<file path="src/common/cac_regs.svh">
// register offsets, field positions, reset values and timing counts of the counter array
`ifndef CAC_REGS_SVH
`define CAC_REGS_SVH

// register offsets on the special function register bus
`define CAC_ADDR_CLR_CTL   8'hce
`define CAC_ADDR_CTL       8'hd8
`define CAC_ADDR_MODE      8'hd9
`define CAC_ADDR_PWM_CFG   8'hdf
`define CAC_ADDR_CNT_LO    8'hf9
`define CAC_ADDR_CNT_HI    8'hfa
`define CAC_ADDR_CPM0      8'hda
`define CAC_ADDR_CPL0      8'hfb
`define CAC_ADDR_CPH0      8'hfc
`define CAC_ADDR_CPM1      8'hdb
`define CAC_ADDR_CPL1      8'he9
`define CAC_ADDR_CPH1      8'hea
`define CAC_ADDR_CPM2      8'hdc
`define CAC_ADDR_CPL2      8'heb
`define CAC_ADDR_CPH2      8'hec

// control register fields
`define CAC_CTL_OVF        7
`define CAC_CTL_RUN        6
`define CAC_CTL_FLAGS_MASK 8'hc7

// comparator clear control fields
`define CAC_CLR_POL        7

// counter mode register fields
`define CAC_MD_OVF_IE      0
`define CAC_MD_CLKSEL_LO   1
`define CAC_MD_CLKSEL_HI   3

// channel mode register fields
`define CAC_CPM_PWM16      7
`define CAC_CPM_ECOM       6
`define CAC_CPM_CAPP       5
`define CAC_CPM_CAPN       4
`define CAC_CPM_MAT        3
`define CAC_CPM_TOG        2
`define CAC_CPM_PWM        1
`define CAC_CPM_ECCF       0

// reset values
`define CAC_RST_BYTE       8'h00

// clock source dividers
`define CAC_DIV_SLOW       12
`define CAC_DIV_FAST       4

`endif

</file>
<file path="src/common/cac_pkg.sv">
// types shared by the counter array design
package cac_pkg;

	typedef enum logic [2:0] {
		CAC_MODE_OFF,
		CAC_MODE_CAPTURE,
		CAC_MODE_SW_TIMER,
		CAC_MODE_HS_OUT,
		CAC_MODE_FREQ_OUT,
		CAC_MODE_PWM_SHARED,
		CAC_MODE_PWM16
	} cac_mode_t;

	typedef enum logic [2:0] {
		CAC_CLK_DIV12,
		CAC_CLK_DIV4,
		CAC_CLK_TIMER_OVF,
		CAC_CLK_EXT_EDGE,
		CAC_CLK_SYS,
		CAC_CLK_EXT_OSC
	} cac_clk_sel_t;

endpackage : cac_pkg

</file>
<file path="src/core/cac_counter_array.sv">
// counter array with three capture/compare channels behind the sfr bus
//
// Notes on behaviour
// - high-speed output toggles channel pin when counter equals 16-bit compare value.
// - high-speed output match sets the channel match flag.
// - interrupt request raised when a set match flag has its interrupt enabled.
// - hardware never clears a match flag; software must clear it.
// - toggle, match-flag and compare enables together select high-speed output mode.
// - compare enable low holds the pin and skips the next toggle.
// - low compare byte write clears compare enable; high byte write sets it.
// - frequency mode high byte is toggle period; zero means 256 clocks.
// - frequency mode matches low bytes, toggles, adds high byte to low byte.
// - compare, toggle and pwm enables together select frequency output mode.
// - frequency mode with match-flag enable flags only on full 16-bit equality.
// - one common 8 to 11 bit cycle length for all shared-length pwm channels.
// - other channels configure independently for capture, timer, outputs or 16-bit pwm.
// - wrap from ffff to 0000 sets overflow flag, may interrupt; software clears.
// - counter stops while run bit 6 is zero and counts while one.
// - control bits 5:3 read as zero and ignore writes.
// - channel 0 to 2 flags set on a capture, or on a full 16-bit match with match and compare enables set outside capture and pwm modes, of that channel.
// - clear polarity bit 7 picks falling or rising comparator edge for clearing.
// - clear-control bits 0 to 2 enable comparator clearing per channel.
`include "cac_regs.svh"
`timescale 1ns/1ps
`default_nettype none

module cac_counter_array #(
	parameter int NCH      = 3,
	parameter int DIV_SLOW = `CAC_DIV_SLOW,
	parameter int DIV_FAST = `CAC_DIV_FAST
) (
	// clock and reset
	input  wire  logic           i_ref_clk,
	input  wire  logic           i_rst,
	// sfr bus
	input  wire  logic [7:0]     i_sfr_addr,
	input  wire  logic           i_sfr_wr,
	input  wire  logic [7:0]     i_sfr_wdata,
	output var   logic [7:0]     o_sfr_rdata,
	// external clock sources, one-cycle pulses
	input  wire  logic           i_timer_ovf,
	input  wire  logic           i_ext_edge,
	input  wire  logic           i_ext_osc_tick,
	// channel pins and comparator
	input  wire  logic [NCH-1:0] i_capture_in,
	input  wire  logic           i_cmp_result,
	output var   logic [NCH-1:0] o_channel_output_pin,
	output var   logic           o_irq
);

	function automatic cac_pkg::cac_mode_t cac_decode(input logic [7:0] m);
		cac_pkg::cac_mode_t md;
		md = cac_pkg::CAC_MODE_OFF;
		if (m[`CAC_CPM_CAPP] || m[`CAC_CPM_CAPN]) begin
			md = cac_pkg::CAC_MODE_CAPTURE;
			// compare, toggle and pwm select frequency
		end else if (m[`CAC_CPM_ECOM] && m[`CAC_CPM_PWM] && m[`CAC_CPM_TOG]) begin
			md = cac_pkg::CAC_MODE_FREQ_OUT;
		end else if (m[`CAC_CPM_ECOM] && m[`CAC_CPM_PWM] && m[`CAC_CPM_PWM16]) begin
			md = cac_pkg::CAC_MODE_PWM16;
		end else if (m[`CAC_CPM_ECOM] && m[`CAC_CPM_PWM]) begin
			md = cac_pkg::CAC_MODE_PWM_SHARED;
			// compare, match and toggle select high-speed
		end else if (m[`CAC_CPM_ECOM] && m[`CAC_CPM_MAT] && m[`CAC_CPM_TOG]) begin
			md = cac_pkg::CAC_MODE_HS_OUT;
		end else if (m[`CAC_CPM_MAT]) begin
			md = cac_pkg::CAC_MODE_SW_TIMER;
		end
		return md;
	endfunction : cac_decode

	function automatic logic cac_hit(input logic [7:0] a, input logic [7:0] b);
		return i_sfr_wr && (i_sfr_addr == a) && (i_sfr_addr == b);
	endfunction : cac_hit

	logic [7:0]     ctl_run_r;
	logic           ovf_flag_r;
	logic [NCH-1:0] ch_flag_r;
	logic [7:0]     clr_ctl_r;
	logic [7:0]     mode_r;
	logic [1:0]     pwm_len_r;
	logic [15:0]    cnt_r;
	logic [7:0]     cpm_r [NCH];
	logic [7:0]     cpl_r [NCH];
	logic [7:0]     cph_r [NCH];
	logic [NCH-1:0] cap_prev_r;
	logic           cmp_prev_r;
	logic [3:0]     div_slow_r;
	logic [1:0]     div_fast_r;

	logic           tick;
	logic           src_tick;
	logic           run;
	logic           clr_evt;
	logic [10:0]    pwm_mask;
	logic [NCH-1:0] ch_evt;
	logic [NCH-1:0] tog_evt;
	logic [NCH-1:0] cap_evt;
	logic [NCH-1:0] pwm_lvl;
	logic [NCH-1:0] pwm_use;
	logic [NCH-1:0] freq_evt;
	logic [7:0]     rd_mux;

	localparam logic [7:0] CPM_ADDR [3] = '{`CAC_ADDR_CPM0, `CAC_ADDR_CPM1, `CAC_ADDR_CPM2};
	localparam logic [7:0] CPL_ADDR [3] = '{`CAC_ADDR_CPL0, `CAC_ADDR_CPL1, `CAC_ADDR_CPL2};
	localparam logic [7:0] CPH_ADDR [3] = '{`CAC_ADDR_CPH0, `CAC_ADDR_CPH1, `CAC_ADDR_CPH2};

	assign run = ctl_run_r[`CAC_CTL_RUN];

	// clock dividers for the slow source rates
	always_ff @(posedge i_ref_clk) begin
		if (i_rst || div_slow_r == 4'(DIV_SLOW - 1)) begin
			div_slow_r <= 4'h0;
		end else begin
			div_slow_r <= div_slow_r + 4'h1;
		end
	end

	always_ff @(posedge i_ref_clk) begin
		if (i_rst || div_fast_r == 2'(DIV_FAST - 1)) begin
			div_fast_r <= 2'h0;
		end else begin
			div_fast_r <= div_fast_r + 2'h1;
		end
	end

	always_comb begin
		case (cac_pkg::cac_clk_sel_t'(mode_r[`CAC_MD_CLKSEL_HI:`CAC_MD_CLKSEL_LO]))
			cac_pkg::CAC_CLK_DIV12:     src_tick = (div_slow_r == 4'(DIV_SLOW - 1));
			cac_pkg::CAC_CLK_DIV4:      src_tick = (div_fast_r == 2'(DIV_FAST - 1));
			cac_pkg::CAC_CLK_TIMER_OVF: src_tick = i_timer_ovf;
			cac_pkg::CAC_CLK_EXT_EDGE:  src_tick = i_ext_edge;
			cac_pkg::CAC_CLK_SYS:       src_tick = 1'b1;
			cac_pkg::CAC_CLK_EXT_OSC:   src_tick = i_ext_osc_tick;
			default:                    src_tick = 1'b0;
		endcase
	end

	assign tick = run && src_tick;

	// one length mask for every shared-length pwm channel
	assign pwm_mask = 11'((12'h100 << pwm_len_r) - 12'h1);

	assign clr_evt = clr_ctl_r[`CAC_CLR_POL] ? (i_cmp_result && !cmp_prev_r)
	                                         : (!i_cmp_result && cmp_prev_r);

	always_ff @(posedge i_ref_clk) begin
		if (i_rst) begin
			// follow the pins in reset, no false edge after release
			cmp_prev_r <= i_cmp_result;
			cap_prev_r <= i_capture_in;
		end else begin
			cmp_prev_r <= i_cmp_result;
			cap_prev_r <= i_capture_in;
		end
	end

	// per-channel event decode
	genvar g;
	generate
		for (g = 0; g < NCH; g++) begin : g_ch
			cac_pkg::cac_mode_t md;
			logic               full_eq;
			logic               low_eq;
			assign md      = cac_decode(cpm_r[g]);
			assign full_eq = (cnt_r == {cph_r[g], cpl_r[g]});
			assign low_eq  = (cnt_r[7:0] == cpl_r[g]);
			assign cap_evt[g] = (md == cac_pkg::CAC_MODE_CAPTURE) &&
			                    ((cpm_r[g][`CAC_CPM_CAPP] && i_capture_in[g] && !cap_prev_r[g]) ||
			                     (cpm_r[g][`CAC_CPM_CAPN] && !i_capture_in[g] && cap_prev_r[g]));
			assign freq_evt[g] = tick && (md == cac_pkg::CAC_MODE_FREQ_OUT) && low_eq;
			// toggles need compare enable (held in decode)
			assign tog_evt[g] = freq_evt[g] ||
			                    (tick && (md == cac_pkg::CAC_MODE_HS_OUT) && full_eq);
			assign ch_evt[g] = cap_evt[g] ||
			                   (tick && cpm_r[g][`CAC_CPM_MAT] && cpm_r[g][`CAC_CPM_ECOM] &&
			                    full_eq && (md == cac_pkg::CAC_MODE_HS_OUT ||
			                                md == cac_pkg::CAC_MODE_SW_TIMER ||
			                                md == cac_pkg::CAC_MODE_FREQ_OUT));
			assign pwm_use[g] = (md == cac_pkg::CAC_MODE_PWM_SHARED) ||
			                    (md == cac_pkg::CAC_MODE_PWM16);
			assign pwm_lvl[g] = (md == cac_pkg::CAC_MODE_PWM16) ?
			                    (cnt_r >= {cph_r[g], cpl_r[g]}) :
			                    ((cnt_r[10:0] & pwm_mask) >= ({cph_r[g][2:0], cpl_r[g]} & pwm_mask));
		end
	endgenerate

	// shared counter, writable over the bus
	always_ff @(posedge i_ref_clk) begin
		if (i_rst) begin
			cnt_r <= 16'h0000;
		end else if (cac_hit(i_sfr_addr, `CAC_ADDR_CNT_LO)) begin
			cnt_r[7:0] <= i_sfr_wdata;
		end else if (cac_hit(i_sfr_addr, `CAC_ADDR_CNT_HI)) begin
			cnt_r[15:8] <= i_sfr_wdata;
		end else if (tick) begin
			cnt_r <= cnt_r + 16'h0001;
		end
	end

	// control register: run bit and flags
	always_ff @(posedge i_ref_clk) begin
		if (i_rst) begin
			ctl_run_r <= `CAC_RST_BYTE;
			ovf_flag_r <= 1'b0;
			ch_flag_r <= '0;
		end else begin
			if (cac_hit(i_sfr_addr, `CAC_ADDR_CTL)) begin
				ctl_run_r <= i_sfr_wdata & 8'h40;
			end
			// wrap sets overflow flag, set beats clear
			// flags leave only by software write
			if (tick && cnt_r == 16'hffff) begin
				ovf_flag_r <= 1'b1;
			end else if (cac_hit(i_sfr_addr, `CAC_ADDR_CTL)) begin
				ovf_flag_r <= i_sfr_wdata[`CAC_CTL_OVF];
			end
			for (int i = 0; i < NCH; i++) begin
				if (ch_evt[i]) begin
					ch_flag_r[i] <= 1'b1;
				end else if (cac_hit(i_sfr_addr, `CAC_ADDR_CTL)) begin
					ch_flag_r[i] <= i_sfr_wdata[i];
				end
			end
		end
	end

	// configuration registers
	always_ff @(posedge i_ref_clk) begin
		if (i_rst) begin
			clr_ctl_r <= `CAC_RST_BYTE;
			mode_r    <= `CAC_RST_BYTE;
			pwm_len_r <= 2'h0;
		end else begin
			if (cac_hit(i_sfr_addr, `CAC_ADDR_CLR_CTL)) begin
				clr_ctl_r <= i_sfr_wdata;
			end
			if (cac_hit(i_sfr_addr, `CAC_ADDR_MODE)) begin
				mode_r <= i_sfr_wdata;
			end
			if (cac_hit(i_sfr_addr, `CAC_ADDR_PWM_CFG)) begin
				pwm_len_r <= i_sfr_wdata[1:0];
			end
		end
	end

	// channel mode and compare registers
	always_ff @(posedge i_ref_clk) begin
		if (i_rst) begin
			for (int i = 0; i < NCH; i++) begin
				cpm_r[i] <= `CAC_RST_BYTE;
				cpl_r[i] <= `CAC_RST_BYTE;
				cph_r[i] <= `CAC_RST_BYTE;
			end
		end else begin
			for (int i = 0; i < NCH; i++) begin
				if (cac_hit(i_sfr_addr, CPM_ADDR[i])) begin
					cpm_r[i] <= i_sfr_wdata;
				end
				// low byte write clears compare enable
				if (cac_hit(i_sfr_addr, CPL_ADDR[i])) begin
					cpl_r[i] <= i_sfr_wdata;
					cpm_r[i][`CAC_CPM_ECOM] <= 1'b0;
				end else if (cap_evt[i]) begin
					cpl_r[i] <= cnt_r[7:0];
				end else if (freq_evt[i]) begin
					// zero high byte wraps to 256
					cpl_r[i] <= cpl_r[i] + cph_r[i];
				end
				// high byte write sets compare enable
				if (cac_hit(i_sfr_addr, CPH_ADDR[i])) begin
					cph_r[i] <= i_sfr_wdata;
					cpm_r[i][`CAC_CPM_ECOM] <= 1'b1;
				end else if (cap_evt[i]) begin
					cph_r[i] <= cnt_r[15:8];
				end
			end
		end
	end

	// channel output pins
	always_ff @(posedge i_ref_clk) begin
		if (i_rst) begin
			o_channel_output_pin <= '0;
		end else begin
			for (int i = 0; i < NCH; i++) begin
				if (clr_evt && clr_ctl_r[i]) begin
					o_channel_output_pin[i] <= 1'b0;
				end else if (tog_evt[i]) begin
					o_channel_output_pin[i] <= !o_channel_output_pin[i];
				end else if (pwm_use[i]) begin
					o_channel_output_pin[i] <= pwm_lvl[i];
				end
			end
		end
	end

	always_ff @(posedge i_ref_clk) begin
		if (i_rst) begin
			o_irq <= 1'b0;
		end else begin
			o_irq <= (ovf_flag_r && mode_r[`CAC_MD_OVF_IE]) ||
			         (ch_flag_r[0] && cpm_r[0][`CAC_CPM_ECCF]) ||
			         (ch_flag_r[1] && cpm_r[1][`CAC_CPM_ECCF]) ||
			         (ch_flag_r[2] && cpm_r[2][`CAC_CPM_ECCF]);
		end
	end

	// read multiplexer
	always_comb begin
		rd_mux = 8'h00;
		case (i_sfr_addr)
			`CAC_ADDR_CTL:     rd_mux = {ovf_flag_r, ctl_run_r[6], 3'h0, ch_flag_r};
			`CAC_ADDR_CLR_CTL: rd_mux = clr_ctl_r;
			`CAC_ADDR_MODE:    rd_mux = mode_r;
			`CAC_ADDR_PWM_CFG: rd_mux = {6'h00, pwm_len_r};
			`CAC_ADDR_CNT_LO:  rd_mux = cnt_r[7:0];
			`CAC_ADDR_CNT_HI:  rd_mux = cnt_r[15:8];
			`CAC_ADDR_CPM0:    rd_mux = cpm_r[0];
			`CAC_ADDR_CPL0:    rd_mux = cpl_r[0];
			`CAC_ADDR_CPH0:    rd_mux = cph_r[0];
			`CAC_ADDR_CPM1:    rd_mux = cpm_r[1];
			`CAC_ADDR_CPL1:    rd_mux = cpl_r[1];
			`CAC_ADDR_CPH1:    rd_mux = cph_r[1];
			`CAC_ADDR_CPM2:    rd_mux = cpm_r[2];
			`CAC_ADDR_CPL2:    rd_mux = cpl_r[2];
			`CAC_ADDR_CPH2:    rd_mux = cph_r[2];
			default:           rd_mux = 8'h00;
		endcase
	end

	always_ff @(posedge i_ref_clk) begin
		if (i_rst) begin
			o_sfr_rdata <= 8'h00;
		end else begin
			o_sfr_rdata <= rd_mux;
		end
	end

endmodule : cac_counter_array

`default_nettype wire

</file>
<file path="config.mk">
export PLATFORM = sky130hd
export DESIGN_NAME = cac_counter_array
export DESIGN_NICKNAME = d
export VERILOG_FILES = /design/src/common/cac_pkg.sv /design/src/core/cac_counter_array.sv
export VERILOG_INCLUDE_DIRS = /design/src /design/src/common
export SDC_FILE = /design/constraint.sdc
export NUM_CORES = 1
export LEC_CHECK = 0
export BUFFER_PORTS_ARGS = -buffer_cell sky130_fd_sc_hd__buf_2
export CORE_MARGIN = 4
export CORE_UTILIZATION = 60
export DETAILED_ROUTE_END_ITERATION = 7
export PLACE_DENSITY = 0.8
export RECOVER_POWER = 50
export SETUP_SLACK_MARGIN = 0.4
export SLEW_MARGIN = 15
export SYNTH_ARGS = -nofsm -noshare
export SYNTH_HDL_FRONTEND = slang
export SYNTH_SLANG_ARGS = --single-unit
</file>
<file path="constraint.sdc">
create_clock -name i_ref_clk -period 8.16 [get_ports i_ref_clk]
set_input_delay 0.816 -clock i_ref_clk [delete_from_list [all_inputs] [get_ports i_ref_clk]]
set_output_delay 0.816 -clock i_ref_clk [all_outputs]
set_load 0.01 [all_outputs]
</file>
== Yosys cells after proc, flatten, opt, wreduce, memory -nomap -nowiden ==
Memories as Yosys holds them, arrays and structs flattened.
Index checks and enable logic that the tools add are counted.

* Flip-flop bits (word level): 61
* Bits in writable memories: 72
* Bits of input ports: 26
* Output and inout bits: 12
* Word-level logic and storage cells: 376
* Memories kept: 3

* $add $sub $neg: 7
* $lt $le $gt $ge: 6
* Equal/unequal tests: 48
* Shift-type cells: 1
* Mux-type cells: 131
* Bitwise operators: 29
* Reduce and logical (&&, ||, !) cells: 132

{| class="wikitable"
|+ Memories
! name !! depth !! width !! read ports !! clocked after memory_dff !! wr ports !! RTL line !! text
|-
| cph_r || 3 || 8 || 3 || 0 || 3 || cac_counter_array.sv:85 || <nowiki>logic [7:0] cph_r [NCH];</nowiki>
|-
| cpl_r || 3 || 8 || 3 || 0 || 3 || cac_counter_array.sv:84 || <nowiki>logic [7:0] cpl_r [NCH];</nowiki>
|-
| cpm_r || 3 || 8 || 3 || 0 || 3 || cac_counter_array.sv:83 || <nowiki>logic [7:0] cpm_r [NCH];</nowiki>
|}

{| class="wikitable"
|+ Operators by type and width
! operator !! number
|-
| 8-bit two-way mux || 21
|-
| 8-bit == test (second input constant) || 15
|-
| 8-bit one-hot mux with 15 select lines || 1
|-
| 1-bit two-way mux || 89
|-
| 1-bit logical AND || 80
|-
| 16-bit == test || 3
|-
| 16-bit greater-or-equal comparator || 3
|-
| 11-bit AND || 4
|-
| 3-bit two-way mux || 13
|-
| 3-bit == test (second input constant) || 11
|-
| 11-bit greater-or-equal comparator || 3
|-
| 1-bit logical OR || 26
|-
| 8-bit adder || 3
|-
| 3-bit by 2-bit == test with 1-bit output (second input constant) || 8
|-
| 8-bit == test || 3
|-
| 1-bit OR || 24
|-
| 2-bit nonzero test || 9
|-
| 16-bit by 1-bit adder with 16-bit output (second input constant) || 1
|-
| 16-bit == test (second input constant) || 1
|-
| 16-bit two-way mux || 1
|-
| 3-bit by 1-bit == test with 1-bit output (second input constant) || 4
|-
| 1-bit logical NOT || 11
|-
| 9-bit by 2-bit << shifter with 11-bit output (first input constant) || 1
|-
| 11-bit by 1-bit subtractor with 11-bit output (second input constant) || 1
|-
| 11 further kinds || 18
|}

== Depth between registers and ports, before layout ==
Gate-level depths: netlist (run 1).
An unclocked memory read counts as a cell.

* Depth after elaboration: 17
* Gate-level depth with buffers: 10
* Gate-level depth less buffers: 9

== Least setup slack after synthesis (run 1) ==
Ideal clock, no wire load.

* Kind: input port to flip-flop
* From: in i_sfr_addr[4]
* To: mem cpl_r[1][6] (data pin)
* Setup time: 267 ps
* Data arrival time: 2622 ps
* Required time: 7893 ps
* Setup slack: 5272 ps
* Cell stages on the path: 8
* Path buffers: 3
* Path through: buf_2 > and4b_1 > buf_2 > a31o_2 > or4_4 > buf_6 > a2111oi_4 > a211oi_1

{| class="wikitable"
|+ RTL lines
! element !! RTL line !! text
|-
| from (decl) || cac_counter_array.sv:36 || <nowiki>input wire logic [7:0] i_sfr_addr,</nowiki>
|-
| to (decl) || cac_counter_array.sv:84 ||
|}

==> impl_metrics.csv, run 1 <==
group,metric,value,unit
status,outcome,"finished with violations",
status,violations,"design-rule violations, max-capacitance violations, max-slew violations",
finish,area_growth,9.00,%
global_route,grt_pass1_wl,53700,um
power_and_ir_drop,max-vdd-ir-drop,0.162,mV
run,drv_cap,3,
timing,setup_viol,0,
timing,drv_slew,102,
worst_setup_path,path_cells,"buf_2, clkbuf_1, clkbuf_1, a31oi_1, nor3_2, buf_4, o22ai_1",
timing,tns,0,ns
global_route,grt_usage,0.390,
drt,drt_wl_total,35800,um
drt,drc,6,
worst_setup_path,crit_arrival,5.25,ns
power_and_ir_drop,cellPowerDensity,169,nW/um2
die,core,16100,um2
timing,worst_slew_margin_rel,-0.317,
finish,fin_util,0.673,
cts,clk_latency,0.43,ns
logic_synthesis,syn_area,9920,um2
cts,cts_resized,0,
worst_setup_path,crit_buf_inv,4,
cts,cts_sinks,133,
logic_synthesis,synth_flop_cell,"edfxtp_1",
cts,clockRootBuffer,"clkbuf_16",
worst_setup_path,max_stage_delay,1.49,ns
timing,min_period_over_period,0.622,
finish,final_common_cell,"nand2_1",
min_path,min-delay-start,"div_fast_r[0]",
timing,tightest_slew,1.97,ns
power_and_ir_drop,power,1830,uW
drt,num_vias,9737,
timing,holdWs,0.438,ns
global_route,grt_pass1_vias,8820,
finish,num_antenna_cells,0,
cts,cts_tree,"built",
die,num_io_pins,38,
cts,cts_buffers,17,
timing,finalHoldViolCount,0,
placed_design,placed_area,10300,um2
logic_synthesis,synth-edff-count,72,
timing,rsz0062_at_grt,"no",
finish,nNetsFinal,1249,
worst_setup_path,r2r-start,"cnt_r[6]",
logic_synthesis,seq_area_frac_synth,0.341,
min_path,hold_path_depth,1,
worst_setup_path,crit_path_start_kind,"input port",
cts,htree_levels,4,
cts,clkTransAtPathRegs,0.06,ns
finish,layout_common_cells,"98 x nand2_1, 91 x a21oi_1, 82 x nor2_1, 81 x ha_1, 74 x inv_1",
drt,final_antenna_net_count,0,
power_and_ir_drop,p_leak,0.00427,uW
worst_setup_path,worstSetupEndpointType,"flop",
logic_synthesis,yosysWarningCount,0,
timing,clock.fmax,0.197,GHz
cts,clockBufferDepth,2,
logic_synthesis,synth_seq_cells,133,
global_route,grt_overflow,0,
worst_setup_path,reg2reg_depth,8,
global_route,antenna_found_initial,1,
logic_synthesis,synth_area_per_cell,8.72,um2
cts,cts_setup_buffers,0,
timing,period_needed,5.08,ns
min_path,worstHoldPathType,"reg -> reg",
drt,drt_iter0_drc,1715,
logic_synthesis,synth_fp_nets,1248,
worst_setup_path,r2r_slack,4.53,ns
worst_setup_path,path_class,"in -> reg",
die,die_x,137,um
drt,drt_first_pass_iters,8,
drt,drt-vias-per-instance,7.12,
placed_design,place_hpwl,25600,um
die,num_rows,46,
die,die_h,137,um
worst_setup_path,critPathRequiredTime,8.33,ns
worst_setup_path,path_delay_family,"buffers and inverters",
min_path,hold_end,"div_fast_r[0]",
die,start_util,0.618,
worst_setup_path,critPathMostFrequentCell,"clkbuf_1",
timing,fin_skew,0.0122,ns
finish,drive_above_1_share,0.0773,
logic_synthesis,async_reset_ff_frac,0,
worst_setup_path,slowest_stage,"clkbuf_1",
logic_synthesis,synthCells,1138,
drt,routedWlPerCell,26.2,um
placed_design,gp_congestion,1.02,
worst_setup_path,r2r-end,"cpl_r[2][3]",
worst_setup_path,worstPathMaxFanout,38,
placed_design,io_buffers,37,
finish,final_area,10800,um2
cts,hold_buffers,0,
global_route,grt_max_degree,39,
logic_synthesis,synth_cell_type_count,81,
die,die_area,18700,um2
## power breakdown
group / internal (uW) / switching, uW
Combinational: 86.9 / 156
Clock: 485 / 316
Sequential: 739 / 45.1
Total: 1310 / 518
## stage by stage
stage / setup slack (ns) / cells
after global placement: 4.27 / 1336
after detailed placement: 4.14 / 1336
final: 3.08 / 1368
after CTS: 4.59 / 1368
after floorplan: 5.27 / 1138
after global routing: 2.99 / 1368
## cell families after synthesis
group | share of synthesized area
xor+xnor | 0.0203
compound gates | 0.220
buf+inv | 0.0560
fa+ha+maj | 0.108
simple gates | 0.194
mux | 0.0599
flops | 0.341
## state kept, by name (all words and copies together), names as in the netlist, 2 cells and up
register and cells:
cpl_r 24, cap_prev_r 3, ch_flag_r 3, clr_ctl_r 8
cpm_r 24, o_channel_output_pin 3, mode_r 8, cnt_r 16
pwm_len_r 2, div_fast_r 2, cph_r 24, o_sfr_rdata 8
div_slow_r 4
## layer usage
metal  wire length, um  part of all wire  vias up  global-route usage
li1                  -                 -     4268                   -
met1             13400              0.37     4529               0.536
met2             14900              0.42      780               0.568
met3              5710              0.16      160               0.116
met4              1890             0.053        0               0.171
met5                 0                 0        -                   0
## cell usage after synthesis, types with 13 or more instances
cell type,n,area (um2)
ha_1,81,1010
mux2i_1,47,470
o21ai_0,57,285
a21oi_1,91,455
a21o_1,13,97.6
nor2_1,82,308
a22oi_1,14,105
nand3_1,38,190
nand2_1,98,368
clkbuf_1,48,180
inv_1,74,278
nand4_1,19,119
a211oi_1,29,218
nor3_1,28,140
nand2b_1,15,93.8
edfxtp_1,72,2160
dfxtp_1,61,1220
o22ai_1,13,81.3
xnor2_1,17,149
## worst max-delay path by stage
stage / cells after the start / endpoint / startpoint / slack, ns
floorplan: 8 / cpl_r[1][6] / i_sfr_addr[4] / 5.27
global placement: 8 / cpl_r[2][3] / i_sfr_addr[5] / 4.27
detailed placement: 8 / cpl_r[2][3] / i_sfr_addr[5] / 4.14
CTS: 8 / cpl_r[2][3] / i_sfr_addr[5] / 4.59
global route: 7 / cpl_r[2][3] / i_rst / 2.99
finish: 7 / cpl_r[2][3] / i_rst / 3.08
## area by class of cell
| class | count | area, um2 |
|---|---|---|
| clock buffers | 24 | 526 |
| clock inverters | 8 | 83.8 |
| fillers | 1317 | 5240 |
| inverters | 74 | 278 |
| multi-input cells | 863 | 6030 |
| flip-flops and latches | 133 | 3380 |
| well taps | 216 | 270 |
| repair buffers | 50 | 241 |
No activity file was read; power rests on OpenSTA's default activity.
==> run 2, diff against run 1 <==
- ABC_AREA: default -> 1
- clock period: 8.16 -> 4.8 ns (I/O delays scaled with it)
==> run 2 against run 1 <==
The run now ends clean; non-clock buffer count down 8; register-to-register slack worse by 2.8 ns; synthesized area up 7.7%; synthesized cell count up 35%; hold slack worse by 0.26 ns; first-iteration DRC count up 5.8%; core utilization down 0.85 points; wire length up 7.1%; clock skew up 0.0013 ns; design area up 6.7%; critical path type unchanged.
==> impl_metrics.csv, run 2 <==
group,metric,value,unit
status,outcome,"finished, final reports clean",
logic_synthesis,async_reset_ff_frac,0,
cts,clockBufferDepth,2,
cts,cts_buffers,17,
timing,rsz0062_at_grt,"no",
timing,worst_slew_margin_rel,0.0641,
logic_synthesis,synth_cell_type_count,49,
power_and_ir_drop,max-vdd-ir-drop,0.276,mV
cts,cts_resized,0,
logic_synthesis,synthCells,1537,
power_and_ir_drop,p_sw_frac,0.329,
finish,final_common_cell,"nand2_1",
power_and_ir_drop,p_leak,0.00565,uW
finish,layout_common_cells,"417 x nand2_1, 224 x inv_1, 125 x nor2_1, 123 x nand3_1, 91 x a21oi_1",
drt,drc,0,
power_and_ir_drop,power,3260,uW
drt,drt_iter0_drc,1814,
timing,period_needed,3.72,ns
finish,area_growth,7.97,%
finish,top_regs,"cph_r x24, cpl_r x24, cpm_r x24",
timing,tns,0,ns
cts,cts_setup_buffers,0,
die,die_x,141,um
global_route,grt_pass1_vias,10200,
power_and_ir_drop,p_int,2190,uW
drt,drt_wl_total,38300,um
logic_synthesis,synth_area_leader_cell,"edfxtp_1",
placed_design,gp_congestion,1.12,
drt,drt_first_pass_iters,6,
cts,clk_latency,0.45,ns
drt,routedWlPerCell,21.3,um
logic_synthesis,yosys-top-cells-count,"415 x nand2_1, 223 x inv_1, 125 x nor2_1",
cts,clockRootBuffer,"clkbuf_16",
cts,hold_buffers,0,
run,drv_cap,0,
timing,fin_skew,0.0134,ns
worst_setup_path,reg2reg_depth,10,
power_and_ir_drop,p_clk_frac,0.422,
min_path,hold_end,"cmp_prev_r",
worst_setup_path,critPathRequiredTime,5.07,ns
logic_synthesis,synth_seq_cells,133,
global_route,grt_pass1_wl,58300,um
worst_setup_path,crit_arrival,3.99,ns
logic_synthesis,synth.most_common_cell,"nand2_1",
logic_synthesis,synth-edff-count,72,
logic_synthesis,syn_area,10700,um2
cts,cts_sinks,133,
timing,tightest_slew,1.40,ns
die,start_util,0.616,
finish,num_antenna_cells,0,
finish,n_fill_cell,1568,
finish,drive_above_1_share,0.0831,
timing,drv_slew,0,
timing,finalHoldViolCount,0,
worst_setup_path,r2r-end,"cph_r[0][4]",
cts,cts_tree,"built",
global_route,antenna_found_initial,0,
timing,setup_viol,0,
power_and_ir_drop,cellPowerDensity,283,nW/um2
worst_setup_path,r2r_slack,1.73,ns
drt,drt-vias-per-instance,6.15,
worst_setup_path,worstPathMaxFanout,33,
cts,htree_levels,4,
timing,clock.fmax,0.269,GHz
drt,num_vias,11100,
worst_setup_path,r2r-start,"cpm_r[0][4]",
power_and_ir_drop,switchingPower,1070,uW
die,num_io_pins,38,
worst_setup_path,path_class,"in -> reg",
placed_design,io_buffers,37,
cts,clkTransAtPathRegs,0.06,ns
global_route,grt_overflow,0,
logic_synthesis,synth_fp_nets,1647,
finish,stdcell_count,1802,
worst_setup_path,worstSetupEndpointType,"flop",
logic_synthesis,yosysWarningCount,0,
die,die_area,20000,um2
drt,final_antenna_net_count,0,
placed_design,place_hpwl,29200,um
min_path,worstHoldPathType,"in -> reg",
min_path,min-delay-start,"i_cmp_result",
power_and_ir_drop,share_comb_of_total_power,0.171,
timing,min_period_over_period,0.776,
power_and_ir_drop,p_seq_frac,0.407,
worst_setup_path,crit_path_start_kind,"input port",
die,die_h,141,um
finish,nNetsFinal,1674,
placed_design,dp_cells,1770,
logic_synthesis,synth_area_per_cell,6.95,um2
die,num_rows,48,
min_path,hold_path_depth,1,
global_route,grt_max_degree,34,
logic_synthesis,synth_flop_cell,"edfxtp_1",
die,core,17400,um2
finish,fin_util,0.665,
logic_synthesis,seq_area_frac_synth,0.317,
logic_synthesis,synth_top_area_frac,0.202,
global_route,grt_usage,0.386,
logic_synthesis,ys_top_cells_by_area,"edfxtp_1 20%, nand2_1 15%, dfxtp_1 11%",
[run 2: changes by cell type after synthesis, moves of 14 or more]
cell	previous run	this run
nand3_1	38	121
nand2_1	98	415
a211oi_1	29	5
a22oi_1	14	0
mux2i_1	47	0
clkbuf_1	48	15
o21ai_0	57	83
nor2_1	82	125
inv_1	74	223
nand2b_1	15	0
inv_2	0	14
o22ai_1	13	30
[run 2: power groups by stage]
| stage | clock network [uW] | registers [uW] | logic (uW) |
|---|---|---|---|
| 5_1_grt | 1420 | 1330 | 618 |
| 3_5_place_dp | 0 | 1350 | 540 |
| 6_report | 1380 | 1330 | 557 |
| 2_1_floorplan | 0 | 1320 | 397 |
| 3_3_place_gp | 0 | 1350 | 534 |
| 4_1_cts | 1370 | 1330 | 546 |
[run 2: critical path, cell delays in order]
cell and delay (ns):
buf_2 0.09, buf_4 0.25, inv_1 1.06, nand3_1 0.72, nand2_1 0.33, nor2_4 0.04
nand2_1 0.56, inv_2 0.19, a21oi_1 0.23
[run 2: worst max path at each step]
stage	from	end	slack (ns)
after global placement	i_rst	cpl_r[0][6]	1.79
after detailed placement	i_rst	cpl_r[0][6]	1.74
after CTS	cnt_r[6]	cpl_r[0][6]	1.98
after global routing	i_rst	cph_r[0][4]	1.07
final	i_rst	cph_r[0][4]	1.08
after floorplan	cpl_r[0][6]	cpl_r[0][0]	2.77
[run 2: kinds of logic after synthesis]
logic type / synth area share
buffers and inverters: 0.105
flip-flops: 0.317
adder cells (fa/ha/maj): 0.100
AO/OA/AOI/OAI: 0.130
AND/OR/NAND/NOR: 0.332
XOR/XNOR: 0.0164
[run 2: final cells by class]
type / count / area, um2 / area share
multi-input combinational: 1129 / 6150 / 0.533
sequential: 133 / 3380 / 0.293
inverter: 241 / 922 / 0.0799
clock buffer: 17 / 425 / 0.0369
tap: 225 / 282 / 0.0244
timing repair buffer: 42 / 199 / 0.0172
clock inverter: 15 / 181 / 0.0157
[run 2: layer usage]
metal  track usage  up-vias  routed length [um]
met5             0        -                   0
met2         0.564      815               15600
li1              -     5135                   -
met4         0.243        0                3080
met1         0.512     4932               14500
met3        0.0961      205                5230
[run 2: per-stage QoR]
step | area, um2 | setup WS (ns) | hold WS, ns
2_1_floorplan | 10700 | 2.77 | 0.404
3_3_place_gp | 11000 | 1.79 | 0.416
3_5_place_dp | 11000 | 1.74 | 0.433
4_1_cts | 11600 | 1.98 | 0.157
5_1_grt | 11500 | 1.07 | 0.187
6_report | 11500 | 1.08 | 0.182
